===== src/remr_pkg.sv =====
/*
 * constants, carrier types and helpers shared by the rail enable override register block.
 * assumes: one 25 MHz clock domain, registers reached over a two-wire serial target.
 */
package remr_pkg;

    // ==========================================================
    // register map
    localparam logic [7:0] REMR_AUX_DIS_OFS = 8'h9F; // auxiliary rail disable register
    localparam logic [7:0] REMR_FORCE1_OFS = 8'hA0; // first force-on register
    localparam logic [7:0] REMR_AUX_DIS_RST = 8'hF0; // four disable bits set, reserved clear
    localparam logic [7:0] REMR_FORCE1_RST = 8'h00; // default force-on pattern
    localparam logic [7:0] REMR_UNMAPPED_RD = 8'h00; // read answer for unmapped offsets

    // ==========================================================
    // field positions, auxiliary disable register
    localparam int REMR_SHARED_DIS_BIT = 7;
    localparam int REMR_SWITCH_B_ONE_DIS_BIT = 6;
    localparam int REMR_SWITCH_A_ONE_DIS_BIT = 5;
    localparam int REMR_TERM_DIS_BIT = 4;

    // ==========================================================
    // field positions, first force-on register (also index into rail_main)
    localparam int REMR_REG_A_TWO_BIT = 7;
    localparam int REMR_SWITCH_A_ONE_BIT = 6;
    localparam int REMR_STEPDOWN_LSB = 0; // stepdown one..six at bits 0..5

    // ==========================================================
    // serial target constants
    localparam logic [6:0] REMR_DEV_ADDR = 7'h5E; // arbitrary target address
    localparam logic [3:0] REMR_BITS_PER_BYTE = 4'h8;
    localparam logic [1:0] REMR_PH_ADDR = 2'h0;
    localparam logic [1:0] REMR_PH_PTR = 2'h1;
    localparam logic [1:0] REMR_PH_DATA = 2'h2;

    // ==========================================================
    // types
    typedef enum logic [4:0] {
        REMR_ST_IDLE = 5'h01,
        REMR_ST_RX = 5'h02,
        REMR_ST_ACK = 5'h04,
        REMR_ST_TX = 5'h08,
        REMR_ST_RACK = 5'h10
    } remr_state_t;

    typedef struct packed {
        logic start;
        logic stop;
        logic scl_rise;
        logic scl_fall;
        logic sda;
    } remr_bus_evt_t;

    typedef struct packed {
        logic [7:0] rail_main; // same bit order as the force-on register
        logic shared_rail;
        logic switch_b_one;
        logic term;
    } remr_rail_t;

    // ==========================================================
    // rail gating: disable wins, else force-on or pin request
    function automatic logic remr_rail_on(input logic dis_n, input logic force_on, input logic req);
        remr_rail_on = dis_n & (force_on | req);
    endfunction : remr_rail_on

endpackage : remr_pkg


===== src/remr_line_sampler.sv =====
/*
 * samples the two serial bus lines and flags start, stop and clock edges.
 * assumes: scl and sda inputs are synchronous to sys_clk.
 */
`timescale 1ns/100ps
module remr_line_sampler (
    // clock and reset
    input wire logic sys_clk,
    input wire logic rst,
    // bus lines
    input wire logic scl_in,
    input wire logic sda_in,
    // decoded events
    output remr_pkg::remr_bus_evt_t evt
);
    import remr_pkg::*;

    logic scl_q;
    logic sda_q;
    logic scl_p_q;
    logic sda_p_q;

    // ==========================================================
    // current and previous line levels, idle high at reset
    always_ff @(posedge sys_clk or posedge rst) begin
        if (rst) begin
            scl_q <= 1'b1;
            sda_q <= 1'b1;
            scl_p_q <= 1'b1;
            sda_p_q <= 1'b1;
        end else begin
            scl_q <= scl_in;
            sda_q <= sda_in;
            scl_p_q <= scl_q;
            sda_p_q <= sda_q;
        end
    end

    // ==========================================================
    // data moving while clock high marks start or stop
    assign evt = '{
        start: scl_q & scl_p_q & sda_p_q & ~sda_q,
        stop: scl_q & scl_p_q & ~sda_p_q & sda_q,
        scl_rise: scl_q & ~scl_p_q,
        scl_fall: ~scl_q & scl_p_q,
        sda: sda_q
    };

endmodule : remr_line_sampler


===== src/remr_rail_gate.sv =====
/*
 * combines disable bits, force-on bits and pin requests into registered rail enables.
 * assumes: all inputs come from sys_clk flops or synchronous pins.
 */
`timescale 1ns/100ps
module remr_rail_gate (
    // clock and reset
    input wire logic sys_clk,
    input wire logic rst,
    // control
    input wire logic [7:0] dis_main_n,
    input wire logic [7:0] force_on,
    input wire logic [7:0] aux_dis_n,
    input wire logic shared_is_switch,
    input remr_pkg::remr_rail_t req,
    // enables
    output remr_pkg::remr_rail_t rail_en_q,
    output logic switch_b_two_en_q,
    output logic reg_a_one_en_q
);
    import remr_pkg::*;

    logic shared_on;

    assign shared_on = remr_rail_on(aux_dis_n[REMR_SHARED_DIS_BIT], 1'b0, req.shared_rail);

    // ==========================================================
    // all rail enables in one process, so the struct has a single writer
    always_ff @(posedge sys_clk or posedge rst) begin
        if (rst) begin
            rail_en_q <= '0;
            switch_b_two_en_q <= 1'b0;
            reg_a_one_en_q <= 1'b0;
        end else begin
            for (int k = 0; k < 8; k++) begin
                rail_en_q.rail_main[k] <= remr_rail_on(dis_main_n[k], force_on[k], req.rail_main[k]);
            end
            rail_en_q.shared_rail <= shared_on;
            rail_en_q.switch_b_one <= remr_rail_on(aux_dis_n[REMR_SWITCH_B_ONE_DIS_BIT], 1'b0, req.switch_b_one);
            rail_en_q.term <= remr_rail_on(aux_dis_n[REMR_TERM_DIS_BIT], 1'b0, req.term);
            switch_b_two_en_q <= shared_on & shared_is_switch;
            reg_a_one_en_q <= shared_on & ~shared_is_switch;
        end
    end

endmodule : remr_rail_gate


===== src/remr_top.sv =====
/*
 * rail enable override register block: serial target, two override registers, rail gating.
 * assumes: bus lines and requests synchronous to sys_clk; host keeps reserved bits zero.
 */
// Operation
// - aux bit 7 low forces shared rail off
// - factory strap picks switch or regulator rail
// - aux bit 6 low holds switch b one off
// - aux bit 5 low holds switch a one off
// - aux bit 4 low holds termination regulator off
// - force bit clear leaves pins in control
// - force bit 7 turns regulator a two on
// - force bit 6 turns switch a one on
// - force bit 5 turns stepdown six on
// - force bit 4 turns stepdown five on
// - force bit 3 turns stepdown four on
// - force bit 2 turns stepdown three on
// - force bit 1 turns stepdown two on
// - force bit 0 turns stepdown one on
// - external disables force stepdown rails and regulator a two off
`timescale 1ns/100ps
module remr_top #(
    parameter logic [6:0] DEV_ADDR = remr_pkg::REMR_DEV_ADDR,
    parameter logic [7:0] FORCE1_RST = remr_pkg::REMR_FORCE1_RST
) (
    // clock and reset
    input wire logic sys_clk,
    input wire logic rst,
    // serial register bus, open drain data
    input wire logic scl_in,
    input wire logic sda_in,
    output logic sda_out,
    output logic sda_oe_n,
    // factory selection, high selects switch b two
    input wire logic shared_sel_switch,
    // enable requests from control pins and power good
    input remr_pkg::remr_rail_t rail_req,
    // disables held elsewhere, low forces off: bit 6 regulator a two, 5..0 stepdown six..one
    input wire logic [6:0] ext_disable_n,
    // rail enables and register state
    output remr_pkg::remr_rail_t rail_en,
    output logic switch_b_two_en,
    output logic reg_a_one_en,
    output logic [7:0] aux_disable,
    output logic [7:0] force_on
);
    import remr_pkg::*;

    remr_bus_evt_t evt;
    remr_state_t state_q;
    logic [3:0] bit_cnt_q;
    logic [7:0] shreg_q;
    logic [1:0] phase_q;
    logic rw_q;
    logic [7:0] ptr_q;
    logic sda_oe_n_q;
    logic wr_stb_q;
    logic [7:0] wr_addr_q;
    logic [7:0] wr_data_q;
    logic [7:0] aux_dis_q;
    logic [7:0] force1_q;
    logic strap_taken_q;
    logic shared_sel_q;
    logic sda_out_q;
    logic [7:0] dis_main_n;

    // ==========================================================
    // register read mux, unmapped offsets answer zero
    function automatic logic [7:0] read_reg(input logic [7:0] addr, input logic [7:0] aux, input logic [7:0] frc);
        unique case (addr)
            REMR_AUX_DIS_OFS: read_reg = aux;
            REMR_FORCE1_OFS: read_reg = frc;
            default: read_reg = REMR_UNMAPPED_RD;
        endcase
    endfunction : read_reg

    // ==========================================================
    // bus line sampling
    remr_line_sampler u_sampler (
        .sys_clk(sys_clk),
        .rst(rst),
        .scl_in(scl_in),
        .sda_in(sda_in),
        .evt(evt)
    );

    // ==========================================================
    // serial target: address, pointer, data bytes with pointer auto-increment
    always_ff @(posedge sys_clk or posedge rst) begin
        if (rst) begin
            state_q <= REMR_ST_IDLE;
            bit_cnt_q <= 4'h0;
            shreg_q <= 8'h00;
            phase_q <= REMR_PH_ADDR;
            rw_q <= 1'b0;
            ptr_q <= 8'h00;
            sda_oe_n_q <= 1'b1;
            wr_stb_q <= 1'b0;
            wr_addr_q <= 8'h00;
            wr_data_q <= 8'h00;
        end else begin
            wr_stb_q <= 1'b0;
            if (evt.stop) begin
                state_q <= REMR_ST_IDLE;
                sda_oe_n_q <= 1'b1;
            end else if (evt.start) begin
                state_q <= REMR_ST_RX;
                bit_cnt_q <= 4'h0;
                phase_q <= REMR_PH_ADDR;
                sda_oe_n_q <= 1'b1;
            end else begin
                unique case (state_q)
                    REMR_ST_IDLE: begin
                        sda_oe_n_q <= 1'b1;
                    end
                    REMR_ST_RX: begin
                        if (evt.scl_rise && bit_cnt_q != REMR_BITS_PER_BYTE) begin
                            shreg_q <= {shreg_q[6:0], evt.sda};
                            bit_cnt_q <= bit_cnt_q + 4'h1;
                        end else if (evt.scl_fall && bit_cnt_q == REMR_BITS_PER_BYTE) begin
                            unique case (phase_q)
                                REMR_PH_ADDR: begin
                                    if (shreg_q[7:1] == DEV_ADDR) begin
                                        rw_q <= shreg_q[0];
                                        phase_q <= REMR_PH_PTR;
                                        sda_oe_n_q <= 1'b0; // acknowledge
                                        state_q <= REMR_ST_ACK;
                                    end else begin
                                        state_q <= REMR_ST_IDLE; // not ours, stay silent
                                    end
                                end
                                REMR_PH_PTR: begin
                                    ptr_q <= shreg_q;
                                    phase_q <= REMR_PH_DATA;
                                    sda_oe_n_q <= 1'b0;
                                    state_q <= REMR_ST_ACK;
                                end
                                default: begin
                                    wr_stb_q <= 1'b1;
                                    wr_addr_q <= ptr_q;
                                    wr_data_q <= shreg_q;
                                    ptr_q <= ptr_q + 8'h01;
                                    sda_oe_n_q <= 1'b0;
                                    state_q <= REMR_ST_ACK;
                                end
                            endcase
                        end
                    end
                    REMR_ST_ACK: begin
                        if (evt.scl_fall) begin
                            if (rw_q) begin
                                shreg_q <= read_reg(ptr_q, aux_dis_q, force1_q);
                                sda_oe_n_q <= read_reg(ptr_q, aux_dis_q, force1_q) >> 7 != 8'h00;
                                ptr_q <= ptr_q + 8'h01;
                                bit_cnt_q <= 4'h1;
                                state_q <= REMR_ST_TX;
                            end else begin
                                sda_oe_n_q <= 1'b1;
                                bit_cnt_q <= 4'h0;
                                state_q <= REMR_ST_RX;
                            end
                        end
                    end
                    REMR_ST_TX: begin
                        if (evt.scl_fall) begin
                            if (bit_cnt_q == REMR_BITS_PER_BYTE) begin
                                sda_oe_n_q <= 1'b1; // release for host acknowledge
                                state_q <= REMR_ST_RACK;
                            end else begin
                                shreg_q <= {shreg_q[6:0], 1'b0};
                                sda_oe_n_q <= shreg_q[6];
                                bit_cnt_q <= bit_cnt_q + 4'h1;
                            end
                        end
                    end
                    REMR_ST_RACK: begin
                        if (evt.scl_rise && evt.sda) begin
                            state_q <= REMR_ST_IDLE; // host ended the read
                        end else if (evt.scl_fall) begin
                            shreg_q <= read_reg(ptr_q, aux_dis_q, force1_q);
                            sda_oe_n_q <= read_reg(ptr_q, aux_dis_q, force1_q) >> 7 != 8'h00;
                            ptr_q <= ptr_q + 8'h01;
                            bit_cnt_q <= 4'h1;
                            state_q <= REMR_ST_TX;
                        end
                    end
                    default: begin
                        state_q <= REMR_ST_IDLE;
                        sda_oe_n_q <= 1'b1;
                    end
                endcase
            end
        end
    end

    // ==========================================================
    // auxiliary disable register, reserved bits stored as written
    always_ff @(posedge sys_clk or posedge rst) begin
        if (rst) begin
            aux_dis_q <= REMR_AUX_DIS_RST;
        end else if (wr_stb_q && wr_addr_q == REMR_AUX_DIS_OFS) begin
            aux_dis_q <= wr_data_q;
        end
    end

    // ==========================================================
    // first force-on register
    always_ff @(posedge sys_clk or posedge rst) begin
        if (rst) begin
            force1_q <= FORCE1_RST;
        end else if (wr_stb_q && wr_addr_q == REMR_FORCE1_OFS) begin
            force1_q <= wr_data_q;
        end
    end

    // ==========================================================
    // factory selection caught once after reset release
    always_ff @(posedge sys_clk or posedge rst) begin
        if (rst) begin
            strap_taken_q <= 1'b0;
            shared_sel_q <= 1'b0;
        end else if (!strap_taken_q) begin
            strap_taken_q <= 1'b1;
            shared_sel_q <= shared_sel_switch;
        end
    end

    // ==========================================================
    // open drain data never drives high; outputs of register state
    always_ff @(posedge sys_clk or posedge rst) begin
        if (rst) begin
            sda_out_q <= 1'b0;
        end else begin
            sda_out_q <= 1'b0;
        end
    end
    assign sda_out = sda_out_q;
    assign sda_oe_n = sda_oe_n_q;
    assign aux_disable = aux_dis_q;
    assign force_on = force1_q;

    // ==========================================================
    // disable vector in force-on bit order
    assign dis_main_n = {ext_disable_n[6], aux_dis_q[REMR_SWITCH_A_ONE_DIS_BIT], ext_disable_n[5:0]};

    remr_rail_gate u_gate (
        .sys_clk(sys_clk),
        .rst(rst),
        .dis_main_n(dis_main_n),
        .force_on(force1_q),
        .aux_dis_n(aux_dis_q),
        .shared_is_switch(shared_sel_q),
        .req(rail_req),
        .rail_en_q(rail_en),
        .switch_b_two_en_q(switch_b_two_en),
        .reg_a_one_en_q(reg_a_one_en)
    );
endmodule : remr_top


===== config.mk =====
export PLATFORM = sky130hd
export DESIGN_NAME = remr_top
export DESIGN_NICKNAME = d
export VERILOG_FILES = /design/src/remr_pkg.sv /design/src/remr_line_sampler.sv /design/src/remr_rail_gate.sv /design/src/remr_top.sv
export SDC_FILE = /design/constraint.sdc
export NUM_CORES = 1
export LEC_CHECK = 0
export BUFFER_PORTS_ARGS = -buffer_cell sky130_fd_sc_hd__buf_4
export CAP_MARGIN = 20
export CORE_UTILIZATION = 40
export CTS_BUF_LIST = sky130_fd_sc_hd__clkbuf_8 sky130_fd_sc_hd__clkbuf_16
export DETAILED_ROUTE_END_ITERATION = 16
export GPL_TIMING_DRIVEN = 0
export PLACE_DENSITY = 0.65
export RECOVER_POWER = 25
export SYNTH_ARGS = -nofsm -noshare
export SYNTH_HDL_FRONTEND = slang
export SYNTH_HIERARCHICAL = 1
export SYNTH_SLANG_ARGS = --single-unit

===== constraint.sdc =====
create_clock -name sys_clk -period 3.2 [get_ports sys_clk]
set_input_delay 0.64 -clock sys_clk [delete_from_list [all_inputs] [get_ports sys_clk]]
set_output_delay 0.64 -clock sys_clk [all_outputs]
set_load 0.02 [all_outputs]

# Word level (Yosys, flattened, before mapping)
# Index checks and enable logic that the tools add are counted.
[totals] reg_bits=81 in_bits=23 output_inout_bits=31 word_cells=189
[op_classes] add_sub_neg=2 n_eq_ne=41 n_mux=64 bitwise_logic=37 reduce_logical=21
[ops] operator="two-way mux 8 bit" count=13
[ops] operator="two-way mux 5 bit" count=10
[ops] operator="equality test 8 bit, second input constant" count=4
[ops] operator="two-way mux 4 bit" count=8
[ops] operator="inequality test 4 bit, second input constant" count=8
[ops] operator="one-hot mux 8 bit (2 select lines)" count=2
[ops] operator="one-hot mux 8 bit (4 select lines)" count=1
[ops] operator="one-hot mux 5 bit (5 select lines)" count=1
[ops] operator="inequality test 3 bit, second input constant" count=8
[ops] operator="one-hot mux 8 bit (3 select lines)" count=1
[ops] operator="inequality test 2 bit, second input constant" count=11
[ops] operator="AND reduction 7 bit" count=3
[ops] operator="bitwise AND 1 bit" count=20
[ops] operator="AND reduction 10 bit" count=2
[ops] operator="two-way mux 1 bit" count=19
[ops] operator="one-hot mux 4 bit (4 select lines)" count=1
[ops] operator="AND reduction 6 bit" count=2
[ops] operator="two-way mux 2 bit" count=5
[ops] operator="inequality test 5 bit, second input constant" count=2
[ops] operator="inverter 1 bit" count=9
[ops] operator="adder 8 x 1 -> 8 bit, second input constant" count=1
[ops] operator="bitwise OR 1 bit" count=8
[ops] operator="AND reduction 8 bit" count=1
[ops] operator="equality test 7 bit, second input constant" count=1
[ops] operator="18 further kinds" count=24

# Depth between registers and ports, before layout
[depth] ltp_word=8 mapped_depth=8 ltp_nobuf=7

# Hierarchy
# The synthesis kept the hierarchy.
[by_module_without_submodules] module="remr_top" instances=1 cells_per_inst=325 area_per_inst_um2=3442.1 seq_area_each_um2=1609.0
[by_module_without_submodules] module="remr_rail_gate" instances=1 cells_per_inst=27 area_per_inst_um2=424.2 seq_area_each_um2=325.3
[by_module_without_submodules] module="remr_line_sampler" instances=1 cells_per_inst=10 area_per_inst_um2=148.9 seq_area_each_um2=105.1

# Least setup slack after synthesis
# No wires, ideal clock.
[synth_timing] path_type="reg-to-reg" startpoint="reg state_q[2]" endpoint="reg ptr_q[0]" setup_ns=0.126 arrival_ns=2.129 required_ns=3.074 path_slack_ns=0.944 path_stages_with_launch=9 n_path_buf=3 period_less_slack_ns=2.256 cell_sequence="dfrtp_1 buf_6 or4b_1 buf_2 nor4_4 a32o_2 buf_6 a21oi_2 a311o_1"
[synth_via] elab_chain_cells=3 word_cells_on_any_way=13 cone_classes="eq/ne: 10; mux: 1; reduce/logical: 2"
[synth_lines] element="start: declaration" line_no="remr_top.sv:50" rtl="remr_state_t state_q;"
[synth_lines] element="start signal: assignment" line_no="remr_top.sv:91" rtl="state_q <= REMR_ST_IDLE;"
[synth_lines] element="start signal: assignment" line_no="remr_top.sv:104" rtl="state_q <= REMR_ST_IDLE;"
[synth_lines] element="start signal: assignment" line_no="remr_top.sv:107" rtl="state_q <= REMR_ST_RX;"
[synth_lines] element="equality test 5 x 2 -> 1 bit, or another cell as far along" line_no="remr_top.sv:112" rtl="unique case (state_q)"
[synth_lines] element="inequality test 2 bit (no source line) / nonzero test 3 bit (equally long branches)"
[synth_lines] element="AND reduction 10 bit (no source line)"
[synth_lines] element="end signal: assignment" line_no="remr_top.sv:133" rtl="ptr_q <= shreg_q;"
[synth_lines] element="end signal: assignment" line_no="remr_top.sv:142" rtl="ptr_q <= ptr_q + 8'h01;"
[synth_lines] element="end signal: assignment" line_no="remr_top.sv:154" rtl="ptr_q <= ptr_q + 8'h01;"
[synth_lines] element="end: declaration" line_no="remr_top.sv:55" rtl="logic [7:0] ptr_q;"
# Several ways; a longest one is shown, not always the timed one.
# A chain may end at the register's enable or synchronous reset.

# Final worst setup path
[layout_timing] startpoint="reg state_q[3]" endpoint="reg ptr_q[6]"
# Same word-level chain as after synthesis.

==> flow_summary.toml <==
[timing]
final.min_clock_period_ns = 2.603
slew_violations = 0
worst_pin_slew_ns = 0.9715
clock_skew_ns = 0.01094
setup_viol = 0
fin_hold_ws_ns = 0.3329
setup-tns-final_ns = 0
hold_viol = 0
max_freq_ghz = 0.3842
timing.final.crit_share_pct = 81.33
rsz0062_at_grt = "false"
relSlewSlack_pct = 35.16
fin_ws_ns = 0.5975

[floorplan]
num_rows = 36
fp.dieH_um = 102.2
design.die.area_um2 = 10440
ios = 54
coreArea_um2 = 9729
dieWidth_um = 102.2
start_util_pct = 41.27

[finish]
drive_gt1_share_pct = 31.02
final_area_um2 = 4795
nets = 454
antenna_cells = 0
area_growth_pct = 19.41

[drt]
wl_per_cell_um = 16.91
drt_iter0_drc = 146
post-route-drc-count = 0
viasPerCell = 5.600
dr.pass1.iters = 4
wirelength_mm = 9.556
dr_total_vias = 3164
antenna_left = 0

[critical_path]
critPathCaptureType = "flop"
crit_path_start_kind = "flop"
r2r_setup_slack_ns = 0.60
r2r-end = "ptr_q[6]"
r2r-start = "state_q[3]"
r2r_cells = 7
crit_type = "flop to flop"
cp-endpoint = "ptr_q[6]"
arrival_ns = 2.84
crit_required_ns = 3.44
startpoint = "state_q[3]"
worstPathMaxFanout = 10

[status]
status = "complete, no violations"

[clock_network]
htreeDepth = 3
clkSlewWorstSetupHoldPaths_ns = 0.10
cts_buffers = 9
clk_latency_ns = 0.36
cts_resized = 0
cts_hold_buf = 0
cts.sinks = 81
root_buffer = "clkbuf_8"
cts_tree = "done"
post-cts-setup-buffers = 0
clockBufferDepth = 2

[synthesis]
synth_edf_count = 0
ys_ff_latch = 81
syn-mean-instance-area_um2 = 11.09
synth_cell_types = 66
async_flop_share_pct = 100.0
yosysSeqAreaShare_pct = 50.79
syn-instance-count = 362
netlist_area_um2 = 4015
syn_nets = 389
yosysWarnings = 6
synthFlopType = "dfrtp_1"

[global_routing]
grt-ovfl-total = 0
antenna_found_initial = 0
grt_first_pass_wirelength_mm = 16.17
grt_pass1_vias = 3175
grt_max_degree = 43
grt.total_usage_pct = 20.48

[place]
place_congestion = 0.9349
dp_slack_ns = 0.5977
dpl.hpwl_mm = 6.730
io_buffers = 52
place_area_um2 = 4598

[power_and_ir_drop]
power.leakage_uw = 0.002220
pwr-share-comb_pct = 11.7
intPower_uw = 1481
power_density_nw_per_um2 = 434.4
pwr-share-seq_pct = 52.4
pwr-share-clk_pct = 35.9
switching_share_pct = 28.87
ir_worst_vdd_v = 0.0002292
p_sw_uw = 601.3

[flow_run]
cap_viol_max_count = 0

[min_path]
hp-class = "primary input to asynchronous set/reset pin"
-- flip-flops by register name, indices dropped and copies added, names as in the netlist, 2 cells and up --
register	flops
force_on	8
state_q	5
bit_cnt_q	4
ptr_q	8
wr_data_q	8
aux_disable	8
wr_addr_q	8
phase_q	2
u_gate/rail_en_q	11
shreg_q	8
-- cells in the final DEF, fill, tap and decap left out, types with 4 or more instances in the layout --
cell type / count
buf_4: 54
dfrtp_1: 71
inv_1: 16
a31oi_1: 4
nand3_1: 12
buf_2: 4
mux2_2: 39
ha_1: 4
inv_6: 4
a221oi_1: 5
nand2_1: 22
clkbuf_8: 10
clkbuf_1: 5
nor2_1: 26
mux2i_1: 9
or3_1: 4
a22oi_1: 5
and2_1: 4
nand4_1: 6
o21a_1: 9
o211ai_1: 8
o21ai_0: 18
dfstp_1: 6
a21oi_1: 11
dfstp_2: 4
-- stage by stage --
| stage | util [%] | total power, µW | instances |
|---|---|---|---|
| finish | 49.28 | 2083 | 565 |
| global route | 49.28 | 2170 | 565 |
| CTS | 49.24 | 2095 | 564 |
| detailed placement | 47.26 | 1357 | 548 |
| global placement | 46.99 | 1351 | 547 |
| floorplan | - | 1271 | 362 |
-- power groups by stage --
stage	Sequential, µW	Combinational [µW]	Clock (µW)
5_1_grt	1100	272	801
3_3_place_gp	1110	239	0
2_1_floorplan	1110	163	0
6_report	1090	243	748
3_5_place_dp	1110	245	0
4_1_cts	1090	245	757
-- worst max-delay path: stages (launching register included) --
cell	delay (ns)
dfrtp_1	0.38
buf_2	0.18
or4b_2	0.68
a21oi_2	0.38
clkbuf_1	0.44
o21ai_0	0.16
a31oi_1	0.20
a21oi_1	0.05
-- cells in the mapped netlist, types with 2 or more instances --
cell	count	share of area, %
a211o_1	2	0.44
a211oi_1	3	0.56
a21o_1	2	0.37
a21oi_1	11	1.4
a21oi_2	2	0.44
a221oi_1	5	1.1
a22oi_1	5	0.93
a31oi_1	4	0.62
and2_1	4	0.62
and3_1	3	0.47
and4b_1	2	0.50
buf_2	4	0.50
buf_4	4	0.75
buf_6	2	0.56
clkbuf_1	4	0.37
conb_1	2	0.19
dfrtp_1	71	44
dfstp_2	10	6.5
ha_1	4	1.2
inv_1	16	1.5
mux2_2	39	11
mux2i_1	9	2.2
nand2_1	22	2.1
nand3_1	12	1.5
nand3_2	2	0.50
nand3b_1	2	0.37
nand4_1	6	0.93
nand4b_1	3	0.65
nor2_1	26	2.4
nor2b_1	2	0.31
nor4_1	3	0.47
o211ai_1	8	1.5
o21a_1	9	1.7
o21ai_0	18	2.2
o221ai_1	2	0.44
o2bb2ai_1	3	0.65
o311ai_0	3	0.65
or3_1	4	0.62
xor2_1	2	0.44
-- cell type report --
type | instances | area (µm²)
flip-flops and latches | 81 | 2039
fillers | 904 | 4935
repair buffers | 54 | 414.1
multi-input cells | 250 | 1831
inverters | 16 | 60.06
clock inverters | 6 | 55.05
well taps | 133 | 166.4
plain buffers | 15 | 91.34
clock buffers | 10 | 137.6
-- logic make-up (layout without fill, tap and decap cells) --
family | after synthesis | after routing | share of synthesized area [%]
compound gates | 87 | 87 | 15.15
xor+xnor | 2 | 2 | 0.4364
fa+ha+maj | 4 | 4 | 1.247
buf+inv | 31 | 101 | 3.771
flops | 81 | 81 | 50.79
mux | 49 | 49 | 13.46
other cells | 2 | 2 | 0.1870
simple gates | 106 | 106 | 14.96
-- worst min-delay path by stage --
| stage | start | to | slack, ns |
|---|---|---|---|
| 6_report | rst | u_gate/rail_en_q[10] | 0.33 |
| 5_1_grt | sda_in | u_sampler/sda_q | 0.37 |
| 4_1_cts | rst | state_q[4] | 0.34 |
| 3_5_place_dp | u_sampler/sda_q | u_sampler/sda_p_q | 0.37 |
| 3_3_place_gp | u_sampler/sda_q | u_sampler/sda_p_q | 0.37 |
| 2_1_floorplan | u_sampler/sda_q | u_sampler/sda_p_q | 0.36 |
-- per-layer routing --
layer | wire length [µm] | GRT usage, % | share of wire (%)
met1 | 4579 | 28.87 | 48
met3 | 386 | 3.488 | 4.0
met4 | 114 | 7.582 | 1.2
met2 | 4476 | 31.75 | 47
met5 | 0 | 0 | 0
No activity file was read; power rests on OpenSTA's default activity.
